===== src/core/vfp_pkg.sv =====
// Package for the vectored fixed-priority interrupt controller.
// Holds register offsets, field positions, reset values, vectors and state records.
// Assumes a single 125 MHz core clock and a synchronous active-low reset.
`default_nettype none

package vfp_pkg;

  // Number of vectored sources, reset and software break included
  localparam int unsigned SRC_COUNT = 8;
  // Number of maskable sources that own a request and an enable bit
  localparam int unsigned REQ_COUNT = 6;
  localparam int unsigned PORT_WIDTH = 8;
  // Pins seen by the synchroniser: first port, then pin zero, then pin one
  localparam int unsigned SYNC_WIDTH = 10;
  localparam int unsigned SYNC_INT0_BIT = 8;
  localparam int unsigned SYNC_EXT_PIN_IRQ_ONE_BIT = 9;

  // Request and enable bit positions
  localparam int unsigned BIT_KEY = 0;
  localparam int unsigned BIT_INT0 = 1;
  localparam int unsigned BIT_EXT_PIN_IRQ_ONE = 2;
  localparam int unsigned BIT_TMR2 = 3;
  localparam int unsigned BIT_TMR3 = 4;
  localparam int unsigned BIT_TMR1 = 5;

  // Edge selection field positions; a one selects the rising edge
  localparam int unsigned EDGE_INT0_BIT = 0;
  localparam int unsigned EDGE_EXT_PIN_IRQ_ONE_BIT = 1;

  // Core processor status bit that blocks maskable acceptance
  localparam int unsigned PS_IFLAG_BIT = 2;

  // Priming count at which both synchroniser stages and the edge history hold real pin levels
  localparam logic [1:0] PRIME_DONE = 2'h3;

  // Register byte offsets on the bus
  localparam logic [7:0] OFS_REQ = 8'h00;
  localparam logic [7:0] OFS_ENABLE = 8'h04;
  localparam logic [7:0] OFS_EDGE = 8'h08;
  localparam logic [7:0] OFS_KEY_PIN = 8'h0C;
  localparam logic [7:0] OFS_KEY_EDGE = 8'h10;
  localparam logic [7:0] OFS_SELECT = 8'h14;

  // Reset values
  localparam logic [5:0] RST_REQ = 6'h00;
  localparam logic [5:0] RST_ENABLE = 6'h00;
  localparam logic [1:0] RST_EDGE = 2'h0;
  localparam logic [7:0] RST_KEY_PIN = 8'h00;
  localparam logic RST_KEY_EDGE = 1'b0;

  // AHB-Lite codes
  localparam logic [1:0] HTRANS_NONSEQ = 2'h2;
  localparam logic [2:0] HSIZE_WORD = 3'h2;

  // Source identifiers in priority order, highest first
  typedef enum logic [2:0] {
    SRC_RESET = 3'b000,
    SRC_KEY = 3'b001,
    SRC_INT0 = 3'b010,
    SRC_EXT_PIN_IRQ_ONE = 3'b011,
    SRC_TMR2 = 3'b100,
    SRC_TMR3 = 3'b101,
    SRC_TMR1 = 3'b110,
    SRC_BREAK = 3'b111
  } vfp_src_t;

  // Vector pair addresses, indexed by source identifier
  localparam logic [15:0] VEC_HI [SRC_COUNT] = '{16'hFFFD, 16'hFFFB, 16'hFFF9, 16'hFFF7,
                                                 16'hFFF5, 16'hFFF3, 16'hFFF1, 16'hFFDD};
  localparam logic [15:0] VEC_LO [SRC_COUNT] = '{16'hFFFC, 16'hFFFA, 16'hFFF8, 16'hFFF6,
                                                 16'hFFF4, 16'hFFF2, 16'hFFF0, 16'hFFDC};

  // Timer underflow pulses from the timer block
  typedef struct packed {
    logic tmr1;
    logic tmr2;
    logic tmr3;
  } vfp_tmr_t;

  // Answer to the core at an acceptance point
  typedef struct packed {
    logic pending;
    vfp_src_t src;
    logic [15:0] vec_hi_addr;
    logic [15:0] vec_lo_addr;
  } vfp_accept_t;

  // Synchroniser state
  typedef struct packed {
    logic [SYNC_WIDTH-1:0] stage1;
    logic [SYNC_WIDTH-1:0] stage2;
  } vfp_sync_state_t;

  // Controller state
  typedef struct packed {
    logic [REQ_COUNT-1:0] req;
    logic [REQ_COUNT-1:0] enable;
    logic [1:0] edge_sel;
    logic [PORT_WIDTH-1:0] key_pin_sel;
    logic key_edge_sel;
    logic key_and_prev;
    logic int0_prev;
    logic ext_pin_irq_one_prev;
    logic [1:0] pins_primed;
    logic reset_pend;
    logic break_pend;
    logic stop_release;
    logic wr_pend;
    logic [7:0] wr_addr;
    logic [31:0] rdata;
  } vfp_state_t;

endpackage : vfp_pkg

`default_nettype wire


===== src/core/vfp_ctrl.sv =====
// Vectored fixed-priority interrupt controller with an AHB-Lite register slave.
// Assumes the core samples accept_out at each instruction boundary and pulses
// accept_strobe_in when it takes the offered vector; timer pulses share clk_in.
// Contract
// - Eight vectors serve eight sources: four external, three internal, one software.
// - Every source except reset and software break owns a request bit and an enable bit.
// - Maskable acceptance needs request one, enable one and disable flag zero.
// - Priority order is fixed in hardware; software steers only enables and flag.
// - Reset is non-maskable, highest priority, vector pair FFFD and FFFC.
// - Key wakeup, priority 2, FFFB/FFFA, from AND of selected input pins.
// - Pin interrupt zero, priority 3, FFF9/FFF8, on its selected edge.
// - Pin interrupt one, priority 4, FFF7/FFF6, on its selected edge.
// - Second timer underflow requests at priority 5, vectors FFF5/FFF4.
// - Third timer underflow requests at priority 6, vectors FFF3/FFF2.
// - First timer underflow requests at priority 7, FFF1/FFF0, ends stop release.
// - Software break is non-maskable, lowest priority 8, vectors FFDD/FFDC.
// - Each vector pair gives the routine address as high and low bytes.
// - Request bits stay set until accepted; software clears but never sets them.
// - Highest pending request wins; others keep their bits for next acceptance.
// - Acceptance follows instruction end, clears the request, core sets flag.
// - Disable flag is processor status bit 2 and blocks all but reset and break.
//
// The AHB-Lite register port and the address map were decided locally.
`default_nettype none

module vfp_ctrl (
  input wire logic clk_in,
  input wire logic rst_n_in,
  // AHB-Lite slave
  input wire logic hsel_in,
  input wire logic [7:0] haddr_in,
  input wire logic [1:0] htrans_in,
  input wire logic hwrite_in,
  input wire logic [2:0] hsize_in,
  input wire logic [31:0] hwdata_in,
  input wire logic hready_in,
  output logic hreadyout_out,
  output logic hresp_out,
  output logic [31:0] hrdata_out,
  // Pins
  input wire logic [vfp_pkg::PORT_WIDTH-1:0] first_port_pins_in,
  input wire logic [vfp_pkg::PORT_WIDTH-1:0] first_port_dir_in,
  input wire logic ext_pin_irq_zero_in,
  input wire logic ext_pin_irq_one_in,
  // Timer underflow pulses
  input wire vfp_pkg::vfp_tmr_t tmr_underflow_in,
  // Core side
  input wire logic [7:0] core_status_in,
  input wire logic software_break_instr_in,
  input wire logic accept_strobe_in,
  output vfp_pkg::vfp_accept_t accept_out,
  output logic stop_release_out,
  output logic irq_out
);
  import vfp_pkg::*;

  vfp_state_t state_reg;
  vfp_state_t state_next;

  logic [SYNC_WIDTH-1:0] pins_sync;
  logic [PORT_WIDTH-1:0] key_pins;
  logic [PORT_WIDTH-1:0] key_active;
  logic key_and;
  logic int0_level;
  logic ext_pin_irq_one_level;
  logic [REQ_COUNT-1:0] req_event;
  logic [REQ_COUNT-1:0] req_taken;
  logic [REQ_COUNT-1:0] req_sw_clear;
  logic [REQ_COUNT-1:0] req_after;
  logic [REQ_COUNT-1:0] req_ready;
  logic iflag;
  logic addr_phase;
  logic wr_req_now;
  vfp_src_t sel_src;
  logic sel_valid;
  logic [31:0] rd_value;

  // Pins cross into the clock domain first
  vfp_sync u_sync (
    .clk_in(clk_in),
    .rst_n_in(rst_n_in),
    .async_in({ext_pin_irq_one_in, ext_pin_irq_zero_in, first_port_pins_in}),
    .sync_out(pins_sync)
  );

  assign key_pins = pins_sync[PORT_WIDTH-1:0];
  assign int0_level = pins_sync[SYNC_INT0_BIT];
  assign ext_pin_irq_one_level = pins_sync[SYNC_EXT_PIN_IRQ_ONE_BIT];

  // Key wakeup level: AND over selected pins that are inputs, others read as one
  assign key_active = state_reg.key_pin_sel & ~first_port_dir_in;
  assign key_and = &(key_pins | ~key_active);

  // Source events; edges are ignored until the pin history is valid
  always_comb begin
    req_event = '0;
    if (state_reg.pins_primed == PRIME_DONE) begin
      if (state_reg.key_edge_sel) begin
        req_event[BIT_KEY] = key_and & ~state_reg.key_and_prev;
      end else begin
        req_event[BIT_KEY] = ~key_and & state_reg.key_and_prev;
      end
      if (state_reg.edge_sel[EDGE_INT0_BIT]) begin
        req_event[BIT_INT0] = int0_level & ~state_reg.int0_prev;
      end else begin
        req_event[BIT_INT0] = ~int0_level & state_reg.int0_prev;
      end
      if (state_reg.edge_sel[EDGE_EXT_PIN_IRQ_ONE_BIT]) begin
        req_event[BIT_EXT_PIN_IRQ_ONE] = ext_pin_irq_one_level & ~state_reg.ext_pin_irq_one_prev;
      end else begin
        req_event[BIT_EXT_PIN_IRQ_ONE] = ~ext_pin_irq_one_level & state_reg.ext_pin_irq_one_prev;
      end
    end
    req_event[BIT_TMR2] = tmr_underflow_in.tmr2;
    req_event[BIT_TMR3] = tmr_underflow_in.tmr3;
    req_event[BIT_TMR1] = tmr_underflow_in.tmr1;
  end

  // Disable flag from the core status byte
  assign iflag = core_status_in[PS_IFLAG_BIT];

  // Maskable requests eligible for acceptance
  assign req_ready = state_reg.req & state_reg.enable & {REQ_COUNT{~iflag}};

  // Fixed priority select: reset, then maskable in bit order, then break
  always_comb begin
    sel_src = SRC_BREAK;
    sel_valid = 1'b0;
    if (state_reg.reset_pend) begin
      sel_src = SRC_RESET;
      sel_valid = 1'b1;
    end else if (|req_ready) begin
      sel_valid = 1'b1;
      for (int k = REQ_COUNT - 1; k >= 0; k--) begin
        if (req_ready[k]) begin
          sel_src = vfp_src_t'(3'(k + 1));
        end
      end
    end else if (state_reg.break_pend) begin
      sel_src = SRC_BREAK;
      sel_valid = 1'b1;
    end
  end

  // Answer to the core, recomputed every cycle
  always_comb begin
    accept_out.pending = sel_valid;
    accept_out.src = sel_src;
    accept_out.vec_hi_addr = VEC_HI[sel_src];
    accept_out.vec_lo_addr = VEC_LO[sel_src];
  end

  // Bit cleared by an acceptance of its own source
  always_comb begin
    req_taken = '0;
    if (accept_strobe_in && sel_valid && sel_src != SRC_RESET && sel_src != SRC_BREAK) begin
      req_taken[3'(sel_src) - 3'h1] = 1'b1;
    end
  end

  // Software write of a one clears a request bit
  always_comb begin
    req_sw_clear = '0;
    if (state_reg.wr_pend && state_reg.wr_addr == OFS_REQ) begin
      req_sw_clear = hwdata_in[REQ_COUNT-1:0];
    end
  end

  // Per-bit request update; a new event wins over any clear
  genvar b;
  generate
    for (b = 0; b < REQ_COUNT; b++) begin : g_req
      assign req_after[b] = req_event[b] | (state_reg.req[b] & ~req_taken[b] & ~req_sw_clear[b]);
    end
  endgenerate

  // Bus address phase detection
  assign addr_phase = hsel_in && hready_in && htrans_in == HTRANS_NONSEQ;
  assign wr_req_now = addr_phase && hwrite_in && hsize_in == HSIZE_WORD;

  // Read value for the addressed register; unmapped reads as zero
  always_comb begin
    rd_value = '0;
    case (haddr_in)
      OFS_REQ: begin
        rd_value[REQ_COUNT-1:0] = state_reg.req;
      end
      OFS_ENABLE: begin
        rd_value[REQ_COUNT-1:0] = state_reg.enable;
      end
      OFS_EDGE: begin
        rd_value[1:0] = state_reg.edge_sel;
      end
      OFS_KEY_PIN: begin
        rd_value[PORT_WIDTH-1:0] = state_reg.key_pin_sel;
      end
      OFS_KEY_EDGE: begin
        rd_value[0] = state_reg.key_edge_sel;
      end
      OFS_SELECT: begin
        rd_value[3] = sel_valid;
        rd_value[2:0] = sel_src;
      end
      default: begin
        rd_value = '0;
      end
    endcase
  end

  // Next state of the controller
  always_comb begin
    state_next = state_reg;
    state_next.req = req_after;
    state_next.key_and_prev = key_and;
    state_next.int0_prev = int0_level;
    state_next.ext_pin_irq_one_prev = ext_pin_irq_one_level;
    // Synchroniser reset levels must not look like a pin edge
    if (state_reg.pins_primed != PRIME_DONE) begin
      state_next.pins_primed = state_reg.pins_primed + 2'h1;
    end
    state_next.stop_release = tmr_underflow_in.tmr1;
    // Reset vector stays offered until the core takes it
    if (accept_strobe_in && sel_valid && sel_src == SRC_RESET) begin
      state_next.reset_pend = 1'b0;
    end
    // Break is held until taken; a new break in the same cycle keeps it
    if (accept_strobe_in && sel_valid && sel_src == SRC_BREAK) begin
      state_next.break_pend = 1'b0;
    end
    if (software_break_instr_in) begin
      state_next.break_pend = 1'b1;
    end
    // Write data phase
    state_next.wr_pend = wr_req_now;
    if (wr_req_now) begin
      state_next.wr_addr = haddr_in;
    end
    if (state_reg.wr_pend) begin
      case (state_reg.wr_addr)
        OFS_ENABLE: begin
          state_next.enable = hwdata_in[REQ_COUNT-1:0];
        end
        OFS_EDGE: begin
          state_next.edge_sel = hwdata_in[1:0];
        end
        OFS_KEY_PIN: begin
          state_next.key_pin_sel = hwdata_in[PORT_WIDTH-1:0];
        end
        OFS_KEY_EDGE: begin
          state_next.key_edge_sel = hwdata_in[0];
        end
        default: begin
          // Request clears and unmapped offsets are handled elsewhere
        end
      endcase
    end
    // Read data captured at the address phase
    if (addr_phase && !hwrite_in) begin
      state_next.rdata = rd_value;
    end
  end

  // Register the state; reset offers the reset vector
  always_ff @(posedge clk_in) begin
    if (!rst_n_in) begin
      state_reg <= '0;
      state_reg.req <= RST_REQ;
      state_reg.enable <= RST_ENABLE;
      state_reg.edge_sel <= RST_EDGE;
      state_reg.key_pin_sel <= RST_KEY_PIN;
      state_reg.key_edge_sel <= RST_KEY_EDGE;
      state_reg.reset_pend <= 1'b1;
    end else begin
      state_reg <= state_next;
    end
  end

  // Outputs
  assign hreadyout_out = 1'b1;
  assign hresp_out = 1'b0;
  assign hrdata_out = state_reg.rdata;
  assign stop_release_out = state_reg.stop_release;
  assign irq_out = |(state_reg.req & state_reg.enable);

endmodule : vfp_ctrl

`default_nettype wire


===== src/core/vfp_sync.sv =====
// Two-flip-flop synchroniser for the pins of the interrupt controller.
// Assumes the pins are asynchronous to clk_in; only stage two is read outside.
`default_nettype none

module vfp_sync (
  input wire logic clk_in,
  input wire logic rst_n_in,
  input wire logic [vfp_pkg::SYNC_WIDTH-1:0] async_in,
  output logic [vfp_pkg::SYNC_WIDTH-1:0] sync_out
);
  import vfp_pkg::*;

  vfp_sync_state_t state_reg;
  vfp_sync_state_t state_next;
  logic [SYNC_WIDTH-1:0] stage1_next;

  // One flip-flop pair per pin
  genvar i;
  generate
    for (i = 0; i < SYNC_WIDTH; i++) begin : g_bit
      assign stage1_next[i] = async_in[i];
    end
  endgenerate

  // Next state: first stage feeds the second and nothing else
  always_comb begin
    state_next = state_reg;
    state_next.stage1 = stage1_next;
    state_next.stage2 = state_reg.stage1;
  end

  // Register the state
  always_ff @(posedge clk_in) begin
    if (!rst_n_in) begin
      state_reg <= '0;
    end else begin
      state_reg <= state_next;
    end
  end

  assign sync_out = state_reg.stage2;

endmodule : vfp_sync

`default_nettype wire


===== config.mk =====
export PLATFORM = sky130hd
export DESIGN_NAME = vfp_ctrl
export DESIGN_NICKNAME = d
export VERILOG_FILES = /design/src/core/vfp_pkg.sv /design/src/core/vfp_ctrl.sv /design/src/core/vfp_sync.sv
export SDC_FILE = /design/constraint.sdc
export NUM_CORES = 1
export LEC_CHECK = 0
export ABC_AREA = 1
export BUFFER_PORTS_ARGS = -buffer_cell sky130_fd_sc_hd__buf_2
export CAP_MARGIN = 20
export CORE_MARGIN = 2
export CORE_UTILIZATION = 30
export DETAILED_ROUTE_END_ITERATION = 6
export MAX_ROUTING_LAYER = met4
export PLACE_DENSITY = 0.59
export SKIP_LAST_GASP = 1
export SLEW_MARGIN = 20
export SYNTH_ARGS = -nofsm -noshare
export SYNTH_HDL_FRONTEND = slang
export SYNTH_SLANG_ARGS = --single-unit
export TNS_END_PERCENT = 30

===== constraint.sdc =====
create_clock -name clk_in -period 2.75 [get_ports clk_in]
set_input_delay 0.4125 -clock clk_in [delete_from_list [all_inputs] [get_ports clk_in]]
set_output_delay 0.4125 -clock clk_in [all_outputs]
set_load 0.05 [all_outputs]

## Yosys cells after proc, flatten, opt, wreduce, memory -nomap -nowiden

Memories as Yosys holds them, arrays and structs flattened.
Index checks and enable logic that the tools add are counted.

- Memories kept: 2
- Memory bits (read-only): 256
- Latch bits: 0
- Output and inout port bits: 72
- Memory bits (writable): 0
- Input bits: 81
- Flip-flop bits (word level): 68

- $mul: 0
- Equal/unequal tests: 15
- Shift operators: 0
- Bitwise operators: 50
- Multiplexer cells: 30
- Div/mod/pow operators: 0
- Reduce and logical (&&, ||, !) cells: 25
- $add $sub $neg: 2
- Magnitude comparators: 3

Memories:

| name | words | bits a word | read ports | clocked after Yosys merged registers in | wr ports | RTL line | text |
|---|---|---|---|---|---|---|---|
| (name not given) | 8 | 16 | 1 | 0 | 0 | vfp_ctrl.sv:150 | `accept_out.vec_lo_addr = VEC_LO[sel_src];` |
| (name not given) | 8 | 16 | 1 | 0 | 0 | vfp_ctrl.sv:149 | `accept_out.vec_hi_addr = VEC_HI[sel_src];` |

Operators with widths:

| cell | number |
|---|---|
| $mux W16 | 4 |
| $eq A8 B4 Y1 const B | 4 |
| $eq A8 B5 Y1 const B | 3 |
| $mux W3 | 8 |
| $not A1 Y1 | 19 |
| $and A1 B1 Y1 | 18 |
| $eq A8 B3 Y1 const B | 2 |
| $logic_not A8 Y1 | 2 |
| $not A8 Y8 | 2 |
| $and A6 B6 Y6 | 2 |
| $logic_and A1 B1 Y1 | 12 |
| $mux W6 | 2 |
| $reduce_or A6 Y1 | 2 |
| $mux W1 | 10 |
| $and A8 B8 Y8 | 1 |
| $or A8 B8 Y8 | 1 |
| $pmux W2 S4 | 1 |
| $reduce_and A2 Y1 | 4 |
| $reduce_and A8 Y1 | 1 |
| $or A1 B1 Y1 | 6 |
| $pmux W1 S6 | 1 |
| $pmux W2 S3 | 1 |
| $pmux W1 S5 | 1 |
| $eq A2 B2 Y1 const B | 2 |
| 16 further kinds | 16 |

## Depth between registers and ports, before layout

- Word-level depth: 20
- Gate-level depth with buffers: 16
- Mapped depth without buffers: 16

## Modules after synthesis

Synthesis repeated with hierarchy kept, for this count alone.

- Cell total of the unflattened synthesis: 498
- Area total of the unflattened synthesis: 3582.2 µm²

Modules (own cells, without submodules):

| module | sequential area each (µm²) | instances | area each (µm²) | cells an instance |
|---|---|---|---|---|
| vfp_ctrl | 960.9 | 1 | 3009.1 | 436 |
| vfp_sync | 400.4 | 1 | 573.0 | 62 |

## Worst setup path before layout

Ideal clock, no wire load.

- Path kind: register to output
- Start: register state_reg[71] (netlist bit)
- End: output port accept_out[19] (netlist bit)
- Required time: 2.338 ns
- Stages on the path, launching flop included: 13
- Slack: -0.277 ns
- Arrival time: 2.614 ns
- Path through: dfxtp_1 nand2_1 inv_2 nand2_1 nand2_1 nand2_1 nand2_1 nand2_1 nand2_4 inv_1 ha_1 xor2_1 buf_4

RTL lines:

| what | RTL line | text |
|---|---|---|
| from (decl) | vfp_ctrl.sv:57 | `vfp_state_t state_reg;` |
| from (signal assigned) | vfp_ctrl.sv:274 | `state_reg <= state_next;` |
| to (decl) | vfp_ctrl.sv:51 | `output vfp_pkg::vfp_accept_t accept_out,` |

==> run_results.csv <==
group,metric,value,unit
clock_tree,cts_buffers,9,
critical_path,crit_type,"flop to primary output",
grt,antenna_found_initial,0,
logic_synthesis,yosysSeqAreaShare,36.9,%
logic_synthesis,synthTopCellsByCount,"97 x nand2_1, 69 x inv_1, 68 x dfxtp_1",
clock_tree,cts_resized,0,
finish,layout.cells.non_filler,719,
finish,syn_to_final_growth,14.8,%
logic_synthesis,synth-seq-cells,68,
finish,drive_gt1_share,22.2,%
clock_tree,holdBufCountCts,0,
floorplan,start_util,30.7,%
drt,wirelength,8240,um
finish,post-route-util,35.2,%
sta,finalHoldViolations,0,
placed_design,dp.cells,703,
logic_synthesis,syn_avg_cell_area,7.26,um^2
critical_path,cpPeakStageDelay,0.39,ns
power_and_ir_drop,power.density,655,nW/um^2
sta,tightest_slew,0.664,ns
placed_design,placed_area,3910,um^2
critical_path,end_kind,"primary output",
drt,wl_per_cell,11.5,um
logic_synthesis,yosysMostFrequentCell,"nand2_1",
drt,wl_met2,3890,um
floorplan,dieArea,13200,um^2
grt,grt_pass1_vias,2862,
floorplan,rows,40,
finish,stdcell_area,4230,um^2
floorplan,die_y,115,um
logic_synthesis,synthCells,508,
logic_synthesis,synth_top_area_share,36.9,%
clock_tree,clock_latency,0.32,ns
drt,wl_met1,3920,um
drt,vias_per_cell,4.16,
drt,met3WireLength,404,um
logic_synthesis,syn_area,3690,um^2
finish,num-fill-cells,1279,
floorplan,die_w,115,um
critical_path,critPathSlowestCell,"dfxtp_1",
critical_path,worstPathMaxFanout,8,
logic_synthesis,synth_area_leaders,"dfxtp_1 37%, buf_4 13%, nand2_1 9.9%",
logic_synthesis,yosys.area.top_type,"dfxtp_1",
clock_tree,cts_max_level,3,
drt,top_layer,"met4",
critical_path,path_common_cell,"nand2_1",
grt,overflow,0,
sta,layout_min_cycle_time,2.56,ns
outcome,status,"completed",
drt,ant_nets,0,
job,cap_violations,0,
finish,final_nets,653,
hold_path,hp-class,"input pin to flop",
floorplan,core_area,12000,um^2
power_and_ir_drop,p_leak,2.09,nW
sta,holdWs,0.265,ns
clock_tree,clkSinkCount,68,
placed_design,place.gp.congestion,0.859,
logic_synthesis,yosysWarnings,0,
clock_tree,cts_setup_buffers,0,
sta,skew,0.00668,ns
critical_path,crit_required,2.34,ns
clock_tree,cts_root_buf,"clkbuf_16",
sta,finalMaxSlewViolations,0,
logic_synthesis,synth-async-reset-ratio,0,%
clock_tree,cts_tree,"yes",
logic_synthesis,synthDistinctLibCells,36,
logic_synthesis,ys.flop_type,"dfxtp_1",
sta,max_freq,0.391,GHz
floorplan,io_pins,153,
grt,grt_max_degree,29,
sta,slew_headroom,55.7,%
grt,grt_pass1_wl,13600,um
drt,routed-via-count,2989,
clock_tree,cts.clk_slew.worst_paths,0.06,ns
power_and_ir_drop,ir_drop,0.000314,V
finish,largest_reg_flops,39,
placed_design,hpwl,6460,um
sta,fin_crit_sh,92.9,%
drt,drt_iter0_markers,109,
drt,drtPass1Iterations,4,
placed_design,portBuffers,71,
critical_path,start_kind,"flop",
clock_tree,clockBufferDepth,2,
logic_synthesis,synth-edff-count,0,
critical_path,crit_path_cell_trace,"nand2_1, inv_2, nand2_1, nand2_1, nand2_1, nand2_1, nand2_1, nand2_4, inv_1, ha_1, xor2_2, buf_2",
drt,drc,0,
critical_path,arrival,2.14,ns
sta,rsz0062_at_grt,"no",
sta,setup_viol,0,
finish,n_antenna_cell,0,
sta,tns,0,ns
grt,track_usage,13.5,%
==> path summary, 6_finish.rpt <==
path              depth (start not counted)                    to                 start  slack (ns)
setup / recovery                         12         accept_out[3]         state_reg[71]        0.19
hold / removal                            3  u_sync.state_next[8]   ext_pin_irq_zero_in        0.26
setup reg to reg                         16         state_reg[66]         state_reg[71]        0.58
hold reg to reg                           2    u_sync.sync_out[1]  u_sync.state_next[1]        0.41
==> cells in the final DEF (no fill, tap or decap), types with 2 or more instances in the layout <==
| cell type | instances |
|---|---|
| nand2_1 | 97 |
| buf_2 | 71 |
| inv_1 | 69 |
| dfxtp_1 | 68 |
| nor2_1 | 51 |
| conb_1 | 50 |
| o21ai_0 | 32 |
| a21oi_1 | 29 |
| nand3_1 | 18 |
| nand2_2 | 9 |
| o21ai_1 | 9 |
| clkbuf_16 | 9 |
| nor2_2 | 6 |
| nor2_4 | 5 |
| a21boi_0 | 5 |
| ha_1 | 5 |
| nand2_4 | 4 |
| inv_2 | 3 |
| nand3_4 | 3 |
| nand4_1 | 2 |
| nor3_1 | 2 |
| nor3_2 | 2 |
| or2_1 | 2 |
| nand3b_1 | 2 |
| a21oi_2 | 2 |
| bufinv_16 | 2 |
| clkinv_4 | 2 |
==> layer usage <==
| layer | track usage [%] | vias to the layer above |
|---|---|---|
| li1 | - | 1582 |
| met1 | 16.2 | 1320 |
| met2 | 22.9 | 85 |
| met3 | 3.37 | 2 |
| met4 | 2.89 | 0 |
| met5 | - | - |
==> cell families after synthesis <==
group / count (synthesis) / share of synthesized area [%]
AO/OA/AOI/OAI: 78 / 11.2
XOR/XNOR: 1 / 0.238
adder cells (fa/ha/maj): 5 / 1.70
buffers and inverters: 145 / 21.4
flip-flops: 68 / 36.9
other: 2 / 0.204
AND/OR/NAND/NOR: 209 / 28.3
==> area by class of cell <==
cell class	count	area [um^2]	area share (%)
multi-input cells	343	1720	40.8
flip-flops and latches	68	1360	32.2
clock buffers	9	225	5.32
clock inverters	7	98.8	2.34
repair buffers	72	363	8.58
inverters	73	274	6.48
well taps	147	184	4.35
==> where the power goes <==
| part | switching [mW] | internal (mW) |
|---|---|---|
| Combinational | 0.394 | 0.107 |
| Sequential | 0.0159 | 1.02 |
| Clock | 0.441 | 0.798 |
==> critical path, delay by kind of cell, from the launching register on <==
| family | cells | cell delay (ns) |
|---|---|---|
| simple gates | 7 | 0.51 |
| buf+inv | 3 | 0.46 |
| fa+ha+maj | 1 | 0.28 |
| flops | 1 | 0.39 |
| xor+xnor | 1 | 0.17 |
==> metrics by stage <==
stage	worst slack, ns	power (mW)
global placement	0.554	1.55
detailed placement	0.529	1.56
finish	0.195	2.77
global route	0.0179	2.89
CTS	0.182	2.80
floorplan	-0.237	1.52
(Power assumes the default switching activity.)
